### src/hw/dpsc_pkg.sv
// Shared constants and types for the drive power state control block.
// Assumes every user is clocked by one CLK and reset by one RST.
package dpsc_pkg;

    // Object indices as seen on the object access port
    localparam logic [15:0] IDX_LAST_ERROR   = 16'h603f;
    localparam logic [15:0] IDX_STATE_CMD    = 16'h6040;
    localparam logic [15:0] IDX_STATE_REPORT = 16'h6041;

    // Reset values
    localparam logic [15:0] RST_ERROR_CODE = 16'h0000;
    localparam logic [15:0] RST_CMD_WORD   = 16'h0000;
    localparam logic [15:0] RST_REPORT     = 16'h0000;

    // Command word bit positions
    localparam int CW_SWITCH_ON  = 0;
    localparam int CW_EN_VOLTAGE = 1;
    localparam int CW_QUICK_STOP = 2;
    localparam int CW_RUN_ENABLE = 3;
    localparam int CW_CLR_FAULT  = 7;
    localparam int CW_HALT       = 8;
    localparam int CW_MODE_LO    = 4;
    localparam int CW_MODE_HI    = 6;
    localparam int CW_MODE_TOP   = 9;

    // Report word bit positions
    localparam int SW_READY      = 0;
    localparam int SW_SWITCHED   = 1;
    localparam int SW_OP_ENABLED = 2;
    localparam int SW_FAULT      = 3;
    localparam int SW_VOLTAGE    = 4;
    localparam int SW_QUICK_STOP = 5;
    localparam int SW_SO_DISABLE = 6;
    localparam int SW_WARNING    = 7;
    localparam int SW_BUS_LOCK   = 8;
    localparam int SW_HOST_CTRL  = 9;
    localparam int SW_GOAL       = 10;
    localparam int SW_LIMIT      = 11;
    localparam int SW_MODE_LO    = 12;
    localparam int SW_MODE_HI    = 13;
    localparam int SW_CLOSED     = 15;

    // Operating mode codes that honour a halt
    localparam logic [7:0] MODE_PROF_POS = 8'h01;
    localparam logic [7:0] MODE_VELOCITY = 8'h02;
    localparam logic [7:0] MODE_PROF_VEL = 8'h03;
    localparam logic [7:0] MODE_PROF_TRQ = 8'h04;
    localparam logic [7:0] MODE_INTERP   = 8'h07;

    // Power states
    typedef enum logic [2:0] {
        ST_NOT_READY   = 3'h0,
        ST_SW_ON_DIS   = 3'h1,
        ST_READY       = 3'h2,
        ST_SWITCHED_ON = 3'h3,
        ST_OP_ENABLED  = 3'h4,
        ST_QUICK_STOP  = 3'h5,
        ST_FAULT_REACT = 3'h6,
        ST_FAULT       = 3'h7
    } dpsc_state_e;

endpackage : dpsc_pkg

### src/hw/dpsc_if.sv
// Carrier between the top level and its state machine and error latch.
// Assumes all three ends share CLK and RST.
`timescale 1ns/1ps
interface dpsc_if;
    logic [15:0]          cmd_word;    // Held command word
    logic                 fault_in;    // Fault condition level
    logic                 clearable;   // Fault may be cleared
    logic                 react_done;  // Fault reaction finished
    logic                 stop_done;   // Quick stop ramp finished
    logic                 log_valid;   // New error history entry
    logic [31:0]          log_entry;   // That entry
    dpsc_pkg::dpsc_state_e state;      // Current power state
    logic [15:0]          err_code;    // Last error code

    modport top (output cmd_word, fault_in, clearable, react_done, stop_done,
                 output log_valid, log_entry, input state, err_code);
    modport fsm (input cmd_word, fault_in, clearable, react_done, stop_done,
                 output state);
    modport err (input log_valid, log_entry, output err_code);
endinterface : dpsc_if

### src/hw/dpsc_top.sv
// Top of the drive power state control block: object access port,
// command word, report word, error code and the power state machine.
// Assumes object requests and status inputs come from CLK logic,
// except BUS_SYNC which arrives from another domain.
`timescale 1ns/1ps

module dpsc_top (
    input  wire logic        CLK,
    input  wire logic        RST,
    input  wire logic        OBJ_REQ,
    input  wire logic        OBJ_WRITE,
    input  wire logic [15:0] OBJ_INDEX,
    input  wire logic [15:0] OBJ_WDATA,
    output logic             OBJ_ACK,
    output logic             OBJ_ERR,
    output logic      [15:0] OBJ_RDATA,
    input  wire logic        ERR_LOG_VALID,
    input  wire logic [31:0] ERR_LOG_ENTRY,
    input  wire logic        FAULT_IN,
    input  wire logic        FAULT_CLEARABLE,
    input  wire logic        REACTION_DONE,
    input  wire logic        STOP_DONE,
    input  wire logic        VOLTAGE_OK,
    input  wire logic        BUS_SYNC,
    input  wire logic        WARNING_IN,
    input  wire logic        GOAL_REACHED,
    input  wire logic        LIMIT_HIT,
    input  wire logic        CLOSED_LOOP_ON,
    input  wire logic  [7:0] OP_MODE,
    input  wire logic  [1:0] MODE_STATUS,
    output logic             HALT_REQ,
    output logic       [3:0] MODE_CTRL,
    output logic      [15:0] STATE_REPORT,
    output logic       [2:0] POWER_STATE
);
    typedef struct packed {
        logic [15:0] cmd;     // Held command word
        logic [15:0] report;  // Registered report word
        logic [15:0] rdata;   // Read answer
        logic        ack;     // Answer strobe
        logic        err;     // Unmapped or read-only write
        logic        halt;    // Halt towards the profile logic
        logic  [3:0] mctl;    // Mode dependent command bits
        logic        sync1;   // Bus lock first stage
        logic        sync2;   // Bus lock second stage
    } dpsc_top_s;

    dpsc_top_s             cur;       // Registered state
    dpsc_top_s             next_cur;  // Its next value
    logic [15:0]           report;    // Report word from current state
    logic                  halt_ok;   // Mode honours a halt
    dpsc_pkg::dpsc_state_e st;        // Power state seen from the machine

    dpsc_if link ();

    // Feed the machine and the error latch
    assign link.cmd_word   = cur.cmd;
    assign link.fault_in   = FAULT_IN;
    assign link.clearable  = FAULT_CLEARABLE;
    assign link.react_done = REACTION_DONE;
    assign link.stop_done  = STOP_DONE;
    assign link.log_valid  = ERR_LOG_VALID;
    assign link.log_entry  = ERR_LOG_ENTRY;
    assign st              = link.state;

    dpsc_fsm u_fsm (
        .CLK (CLK),
        .RST (RST),
        .bus (link)
    );

    dpsc_err u_err (
        .CLK (CLK),
        .RST (RST),
        .bus (link)
    );

    // Halt only means something in the listed motion modes
    function automatic logic halt_mode(input logic [7:0] m);
        return m == dpsc_pkg::MODE_PROF_POS || m == dpsc_pkg::MODE_VELOCITY
            || m == dpsc_pkg::MODE_PROF_VEL || m == dpsc_pkg::MODE_PROF_TRQ
            || m == dpsc_pkg::MODE_INTERP;
    endfunction : halt_mode

    assign halt_ok = halt_mode(OP_MODE);

    // Report word built from the power state and live inputs
    always_comb
    begin
        report = 16'h0000;
        unique case (st)
            dpsc_pkg::ST_NOT_READY:
                report[3:0] = 4'h0;
            dpsc_pkg::ST_SW_ON_DIS:
            begin
                report[dpsc_pkg::SW_SO_DISABLE] = 1'b1;
                report[3:0]                     = 4'h0;
            end
            dpsc_pkg::ST_READY:
                report[3:0] = 4'h1;
            dpsc_pkg::ST_SWITCHED_ON:
                report[3:0] = 4'h3;
            dpsc_pkg::ST_OP_ENABLED:
                report[3:0] = 4'h7;
            dpsc_pkg::ST_QUICK_STOP:
                report[3:0] = 4'h7;
            dpsc_pkg::ST_FAULT_REACT:
                report[3:0] = 4'hf;
            dpsc_pkg::ST_FAULT:
                report[3:0] = 4'h8;
        endcase
        // Quick stop flag reads low while stopping and in switch on disabled
        report[dpsc_pkg::SW_QUICK_STOP] = (st != dpsc_pkg::ST_QUICK_STOP)
                                          && (st != dpsc_pkg::ST_SW_ON_DIS);
        report[dpsc_pkg::SW_VOLTAGE]   = VOLTAGE_OK;
        report[dpsc_pkg::SW_WARNING]   = WARNING_IN;
        report[dpsc_pkg::SW_BUS_LOCK]  = cur.sync2;
        report[dpsc_pkg::SW_HOST_CTRL] = 1'b1;
        report[dpsc_pkg::SW_GOAL]      = GOAL_REACHED;
        report[dpsc_pkg::SW_LIMIT]     = LIMIT_HIT;
        report[dpsc_pkg::SW_MODE_HI:dpsc_pkg::SW_MODE_LO] = MODE_STATUS;
        report[dpsc_pkg::SW_CLOSED]    = CLOSED_LOOP_ON
                                         && st == dpsc_pkg::ST_OP_ENABLED;
    end

    // Object access, command outputs and bus lock synchroniser
    always_comb
    begin
        next_cur       = cur;
        next_cur.ack   = OBJ_REQ;
        next_cur.err   = 1'b0;
        next_cur.rdata = 16'h0000;
        next_cur.sync1 = BUS_SYNC;
        next_cur.sync2 = cur.sync1;
        next_cur.report = report;
        if (OBJ_REQ)
        begin
            unique case (OBJ_INDEX)
                dpsc_pkg::IDX_LAST_ERROR:
                begin
                    // Read only; a write is refused
                    next_cur.err   = OBJ_WRITE;
                    next_cur.rdata = OBJ_WRITE ? 16'h0000 : link.err_code;
                end
                dpsc_pkg::IDX_STATE_CMD:
                begin
                    if (OBJ_WRITE)
                        next_cur.cmd = OBJ_WDATA;
                    else
                        next_cur.rdata = cur.cmd;
                end
                dpsc_pkg::IDX_STATE_REPORT:
                begin
                    next_cur.err   = OBJ_WRITE;
                    next_cur.rdata = OBJ_WRITE ? 16'h0000 : cur.report;
                end
                default:
                    // Unknown index answers with an error and zero data
                    next_cur.err = 1'b1;
            endcase
        end
        // Mode bits pass straight to the mode logic, which owns their meaning
        next_cur.mctl = {cur.cmd[dpsc_pkg::CW_MODE_TOP],
                         cur.cmd[dpsc_pkg::CW_MODE_HI:dpsc_pkg::CW_MODE_LO]};
        next_cur.halt = cur.cmd[dpsc_pkg::CW_HALT] && halt_ok;
    end

    // State register
    always_ff @(posedge CLK or posedge RST)
    begin
        if (RST)
        begin
            cur.cmd    <= dpsc_pkg::RST_CMD_WORD;
            cur.report <= dpsc_pkg::RST_REPORT;
            cur.rdata  <= 16'h0000;
            cur.ack    <= 1'b0;
            cur.err    <= 1'b0;
            cur.halt   <= 1'b0;
            cur.mctl   <= 4'h0;
            cur.sync1  <= 1'b0;
            cur.sync2  <= 1'b0;
        end
        else
        begin
            cur <= next_cur;
        end
    end

    // Outputs, all from flops; the state code from the machine's state register
    assign OBJ_ACK      = cur.ack;
    assign OBJ_ERR      = cur.err;
    assign OBJ_RDATA    = cur.rdata;
    assign HALT_REQ     = cur.halt;
    assign MODE_CTRL    = cur.mctl;
    assign STATE_REPORT = cur.report;
    assign POWER_STATE  = st;
endmodule : dpsc_top

### src/hw/dpsc_err.sv
// Last error code latch.
// Assumes log_valid is a one-cycle pulse on CLK.
`timescale 1ns/1ps
module dpsc_err (
    input wire logic CLK,
    input wire logic RST,
    dpsc_if.err      bus
);
    typedef struct packed {
        logic [15:0] code;   // Low half of newest entry
    } dpsc_err_s;

    dpsc_err_s cur;
    dpsc_err_s next_cur;

    // Keep only the low sixteen bits of the newest history entry
    always_comb
    begin
        next_cur = cur;
        if (bus.log_valid)
        begin
            next_cur.code = bus.log_entry[15:0];
        end
    end

    // State register
    always_ff @(posedge CLK or posedge RST)
    begin
        if (RST)
        begin
            cur.code <= dpsc_pkg::RST_ERROR_CODE;
        end
        else
        begin
            cur <= next_cur;
        end
    end

    assign bus.err_code = cur.code;
endmodule : dpsc_err

### src/hw/dpsc_fsm.sv
// Power state machine driven by the command word.
// Assumes the command word is held stable between host writes.
`timescale 1ns/1ps
module dpsc_fsm (
    input wire logic CLK,
    input wire logic RST,
    dpsc_if.fsm      bus
);
    typedef enum logic [2:0] {
        CMD_DISABLE_V = 3'h0,
        CMD_QSTOP     = 3'h1,
        CMD_SHUTDOWN  = 3'h2,
        CMD_SWITCH_ON = 3'h3,
        CMD_RUN       = 3'h4
    } dpsc_cmd_e;

    typedef struct packed {
        dpsc_pkg::dpsc_state_e st;   // Power state
        logic                  clr;  // Previous clear request bit
    } dpsc_fsm_s;

    dpsc_fsm_s cur;
    dpsc_fsm_s next_cur;
    dpsc_cmd_e cmd;
    logic      clr_edge;

    // Four request bits read as one command, voltage removal first
    function automatic dpsc_cmd_e decode(input logic [15:0] cw);
        if (!cw[dpsc_pkg::CW_EN_VOLTAGE])
            return CMD_DISABLE_V;
        else if (!cw[dpsc_pkg::CW_QUICK_STOP])
            return CMD_QSTOP;
        else if (!cw[dpsc_pkg::CW_SWITCH_ON])
            return CMD_SHUTDOWN;
        else if (cw[dpsc_pkg::CW_RUN_ENABLE])
            return CMD_RUN;
        else
            return CMD_SWITCH_ON;
    endfunction : decode

    assign cmd      = decode(bus.cmd_word);
    assign clr_edge = bus.cmd_word[dpsc_pkg::CW_CLR_FAULT] && !cur.clr;

    // Next state; a live fault beats any host command
    always_comb
    begin
        next_cur     = cur;
        next_cur.clr = bus.cmd_word[dpsc_pkg::CW_CLR_FAULT];
        if (bus.fault_in && cur.st != dpsc_pkg::ST_FAULT_REACT
            && cur.st != dpsc_pkg::ST_FAULT)
        begin
            next_cur.st = dpsc_pkg::ST_FAULT_REACT;
        end
        else
        begin
            unique case (cur.st)
                dpsc_pkg::ST_NOT_READY:
                    next_cur.st = dpsc_pkg::ST_SW_ON_DIS;
                dpsc_pkg::ST_SW_ON_DIS:
                    if (cmd == CMD_SHUTDOWN || cmd == CMD_SWITCH_ON || cmd == CMD_RUN)
                        next_cur.st = dpsc_pkg::ST_READY;
                dpsc_pkg::ST_READY:
                    if (cmd == CMD_DISABLE_V || cmd == CMD_QSTOP)
                        next_cur.st = dpsc_pkg::ST_SW_ON_DIS;
                    else if (cmd == CMD_SWITCH_ON)
                        next_cur.st = dpsc_pkg::ST_SWITCHED_ON;
                    else if (cmd == CMD_RUN)
                        next_cur.st = dpsc_pkg::ST_OP_ENABLED;
                dpsc_pkg::ST_SWITCHED_ON:
                    if (cmd == CMD_DISABLE_V || cmd == CMD_QSTOP)
                        next_cur.st = dpsc_pkg::ST_SW_ON_DIS;
                    else if (cmd == CMD_SHUTDOWN)
                        next_cur.st = dpsc_pkg::ST_READY;
                    else if (cmd == CMD_RUN)
                        next_cur.st = dpsc_pkg::ST_OP_ENABLED;
                dpsc_pkg::ST_OP_ENABLED:
                    if (cmd == CMD_DISABLE_V)
                        next_cur.st = dpsc_pkg::ST_SW_ON_DIS;
                    else if (cmd == CMD_QSTOP)
                        next_cur.st = dpsc_pkg::ST_QUICK_STOP;
                    else if (cmd == CMD_SHUTDOWN)
                        next_cur.st = dpsc_pkg::ST_READY;
                    else if (cmd == CMD_SWITCH_ON)
                        next_cur.st = dpsc_pkg::ST_SWITCHED_ON;
                dpsc_pkg::ST_QUICK_STOP:
                    if (cmd == CMD_DISABLE_V || bus.stop_done)
                        next_cur.st = dpsc_pkg::ST_SW_ON_DIS;
                dpsc_pkg::ST_FAULT_REACT:
                    if (bus.react_done)
                        next_cur.st = dpsc_pkg::ST_FAULT;
                dpsc_pkg::ST_FAULT:
                    // A fault still present wins over the clear
                    if (clr_edge && bus.clearable && !bus.fault_in)
                        next_cur.st = dpsc_pkg::ST_SW_ON_DIS;
            endcase
        end
    end

    // State register
    always_ff @(posedge CLK or posedge RST)
    begin
        if (RST)
        begin
            cur.st  <= dpsc_pkg::ST_NOT_READY;
            cur.clr <= 1'b0;
        end
        else
        begin
            cur <= next_cur;
        end
    end

    assign bus.state = cur.st;
endmodule : dpsc_fsm

### config.mk
export PLATFORM = sky130hd
export DESIGN_NAME = dpsc_top
export DESIGN_NICKNAME = d
export VERILOG_FILES = /design/src/hw/dpsc_pkg.sv /design/src/hw/dpsc_if.sv /design/src/hw/dpsc_top.sv /design/src/hw/dpsc_err.sv /design/src/hw/dpsc_fsm.sv
export SDC_FILE = /design/constraint.sdc
export NUM_CORES = 1
export LEC_CHECK = 0
export ABC_AREA = 1
export BUFFER_PORTS_ARGS = -buffer_cell sky130_fd_sc_hd__buf_4
export CAP_MARGIN = 20
export CORE_UTILIZATION = 30
export CTS_BUF_LIST = sky130_fd_sc_hd__clkbuf_4 sky130_fd_sc_hd__clkbuf_8
export DETAILED_ROUTE_END_ITERATION = 8
export PLACE_DENSITY = 0.6
export SETUP_SLACK_MARGIN = 0.1
export SYNTH_ARGS = -nofsm -noshare
export SYNTH_HDL_FRONTEND = slang
export SYNTH_HIERARCHICAL = 1
export SYNTH_SLANG_ARGS = --single-unit
### constraint.sdc
create_clock -name CLK -period 1.9 [get_ports CLK]
set_input_delay 0.285 -clock CLK [delete_from_list [all_inputs] [get_ports CLK]]
set_output_delay 0.285 -clock CLK [all_outputs]
set_load 0.02 [all_outputs]
==> impl_metrics.tcl <==
set metrics [dict create \
    grt_max_degree 57 \
    wl_per_cell_um 12.92 \
    place_congestion 0.8667 \
    fmax_ghz 0.6604 \
    synthAdderAreaFrac 0 \
    root_buffer "clkbuf_8" \
    overflow 0 \
    antenna_found_initial 0 \
    avgSynthCellArea_um2 8.063 \
    whs_ns 0.03985 \
    ant_nets 0 \
    cts_buffer_depth 2 \
    crit_path_start_kind "register" \
    critPathRequiredTime_ns 2.13 \
    syn_area_mm2 0.003991 \
    finalCritPeriodShare 0.7970 \
    yosysSeqAreaShare 0.4765 \
    synth-xor-area-share 0.002194 \
    drv_slew 0 \
    clkSinkCount 76 \
    drt_iter0_markers 167 \
    fp.coreArea_mm2 0.01277 \
    hold_viol_final 0 \
    synth-simple-area-share 0.3107 \
    nets 662 \
    port_buffers 113 \
    areaGrowthSynthToFinish_pct 23.26 \
    synth_fp_nets 584 \
    max-vdd-ir-drop_v 0.0006902 \
    reg2reg_slack_ns 0.39 \
    rsz0062_at_grt "no" \
    top_level_ports 131 \
    worstSkewPairLatency_ns 0.35 \
    finalWirelength_mm 9.678 \
    row_count 41 \
    viasPerCell 4.278 \
    p_leak_nw 2.642 \
    min_period_ns 1.514 \
    power_density_mw_per_mm2 856.7 \
    die-area_mm2 0.01377 \
    post-route-drc-count 0 \
    worst_setup_path_end_kind "register" \
    cts.hold.buffers_added 1 \
    p_total_mw 4.215 \
    die_h_um 117.3 \
    post_cts_buffers 0 \
    grt_pass1_vias 3276 \
    arrival_ns 1.75 \
    path_class "reg2reg" \
    yosysWarnings 6 \
    synth_mux_area_frac 0 \
    post-dp-hpwl_mm 7.463 \
    synth_cell_type_count 31 \
    die_x_um 117.3 \
    final-setup-viol-count 0 \
    dr.pass1.iters 4 \
    layout-drive-gt1-share 0.2946 \
    cts_resized 0 \
    vias 3204 \
    ys_ff_latch 76 \
    relSlewSlack 0.5826 \
    path_max_fanout 14 \
    cts_tree "built" \
    initial_core_util 0.3125 \
    clk_pin_slew_ns 0.08 \
    synth_top_family_by_area "simple AND/OR/NAND/NOR gates" \
    worst_slew_pin_slew_ns 0.6254 \
    status "complete, no violations" \
    tns_ns 0 \
    grt_usage 0.1524 \
    synth-compound-area-share 0.03636 \
    hold_path.class "in2reg" \
    diodes 0 \
    grt_pass1_wl_mm 16.24 \
    mostFrequentLayoutCell "buf_4" \
    cap_violations 0 \
    final_cell_mix "buf_4, nand2_1, dfrtp_1" \
    cts-buffers-inserted 9 \
    h-tree-depth 3 \
    skew_ns 0.009076 \
    synthCells 495 \
]
-- per-stage QoR --
step | utilization | cell area (um2) | std cells | setup WS [ns]
after floorplan | - | 3991 | 495 | 0.2437
after global placement | 0.3683 | 4705 | 733 | 0.2555
after detailed placement | 0.3683 | 4705 | 733 | 0.2212
after CTS | 0.3852 | 4920 | 749 | 0.3820
after global routing | 0.3852 | 4920 | 749 | 0.2401
final | 0.3852 | 4920 | 749 | 0.3858
-- path summary, 6_finish.rpt --
kind / start / endpoint / depth (start not counted)
min reg2reg: cur[0] / STATE_REPORT[8] / 0
min in group asynchronous: RST / u_fsm/bus.state[0] / 3
max reg2reg: u_fsm/bus.state[1] / u_fsm/bus.state[2] / 9
min: MODE_STATUS[0] / STATE_REPORT[12] / 1
max: u_fsm/bus.state[1] / u_fsm/bus.state[2] / 9
max in group asynchronous: RST / u_err/bus.err_code[4] / 3
-- Yosys cell counts --
cell / n / area share
o21ai_2: 1 / 0.0022
nand4_1: 1 / 0.0016
nor2_4: 11 / 0.031
buf_6: 3 / 0.0085
inv_6: 1 / 0.0022
buf_2: 7 / 0.0088
buf_12: 2 / 0.010
o21ai_0: 5 / 0.0063
nor2_2: 5 / 0.0078
dfrtp_1: 76 / 0.48
nand3_2: 1 / 0.0025
conb_1: 2 / 0.0019
nand3_4: 1 / 0.0044
o21ai_1: 16 / 0.020
a21oi_1: 3 / 0.0038
nand2_4: 3 / 0.0085
xor2_1: 1 / 0.0022
nand2_2: 8 / 0.013
nand2_1: 116 / 0.11
buf_4: 42 / 0.079
nand3b_1: 1 / 0.0019
o21a_1: 1 / 0.0019
inv_2: 2 / 0.0019
nor2_1: 62 / 0.058
inv_1: 65 / 0.061
and3b_1: 1 / 0.0022
nor4_1: 1 / 0.0016
clkbuf_1: 1 / 0.00094
nand3_1: 54 / 0.068
o2111ai_1: 1 / 0.0022
and3_1: 1 / 0.0016
-- area by class of cell --
type	count	area, um2
Clock buffer	12	158.9
Clock inverter	3	46.29
Fill cell	1355	7854
Inverter	68	260.3
Multi-Input combinational cell	296	1406
Sequential cell	76	1902
Tap cell	172	215.2
Timing Repair Buffer	122	930.9
-- worst max-delay path, cell delays in order (launching register included) --
cell and delay (ns):
dfrtp_1 0.63, nand2_1 0.16, nand2_1 0.17, nand2_1 0.07, nor2_1 0.09, nor2_1 0.06
nand2_2 0.07, inv_1 0.04, nand2_1 0.05, nand2_1 0.06
-- registers in the layout (all words and copies together), names as in the netlist --
signal / flops
u_fsm/bus.state: 3
u_fsm/cur: 1
STATE_REPORT: 15
OBJ_ERR: 1
cur: 2
HALT_REQ: 1
OBJ_RDATA: 16
u_err/bus.err_code: 16
MODE_CTRL: 4
link.cmd_word: 16
OBJ_ACK: 1
-- layer usage --
layer	track usage	up-vias	part of all wire
li1	-	1616	-
met1	0.1798	1478	0.43
met2	0.2618	102	0.50
met3	0.05447	8	0.061
met4	0.03734	0	0.011
met5	0	-	0
-- power by group --
part	internal [mW]	total, mW	leakage [nW]	switching, mW
logic	0.427	1.02	1.55	0.597
clock network	0.688	1.26	0.102	0.567
registers	1.75	1.94	0.986	0.190
-- kinds of logic after synthesis --
| kind of cell | after synthesis |
|---|---|
| flops | 76 |
| other cells | 2 |
| compound gates | 27 |
| buf+inv | 123 |
| xor+xnor | 1 |
| simple gates | 266 |
(Power assumes the default switching activity.)
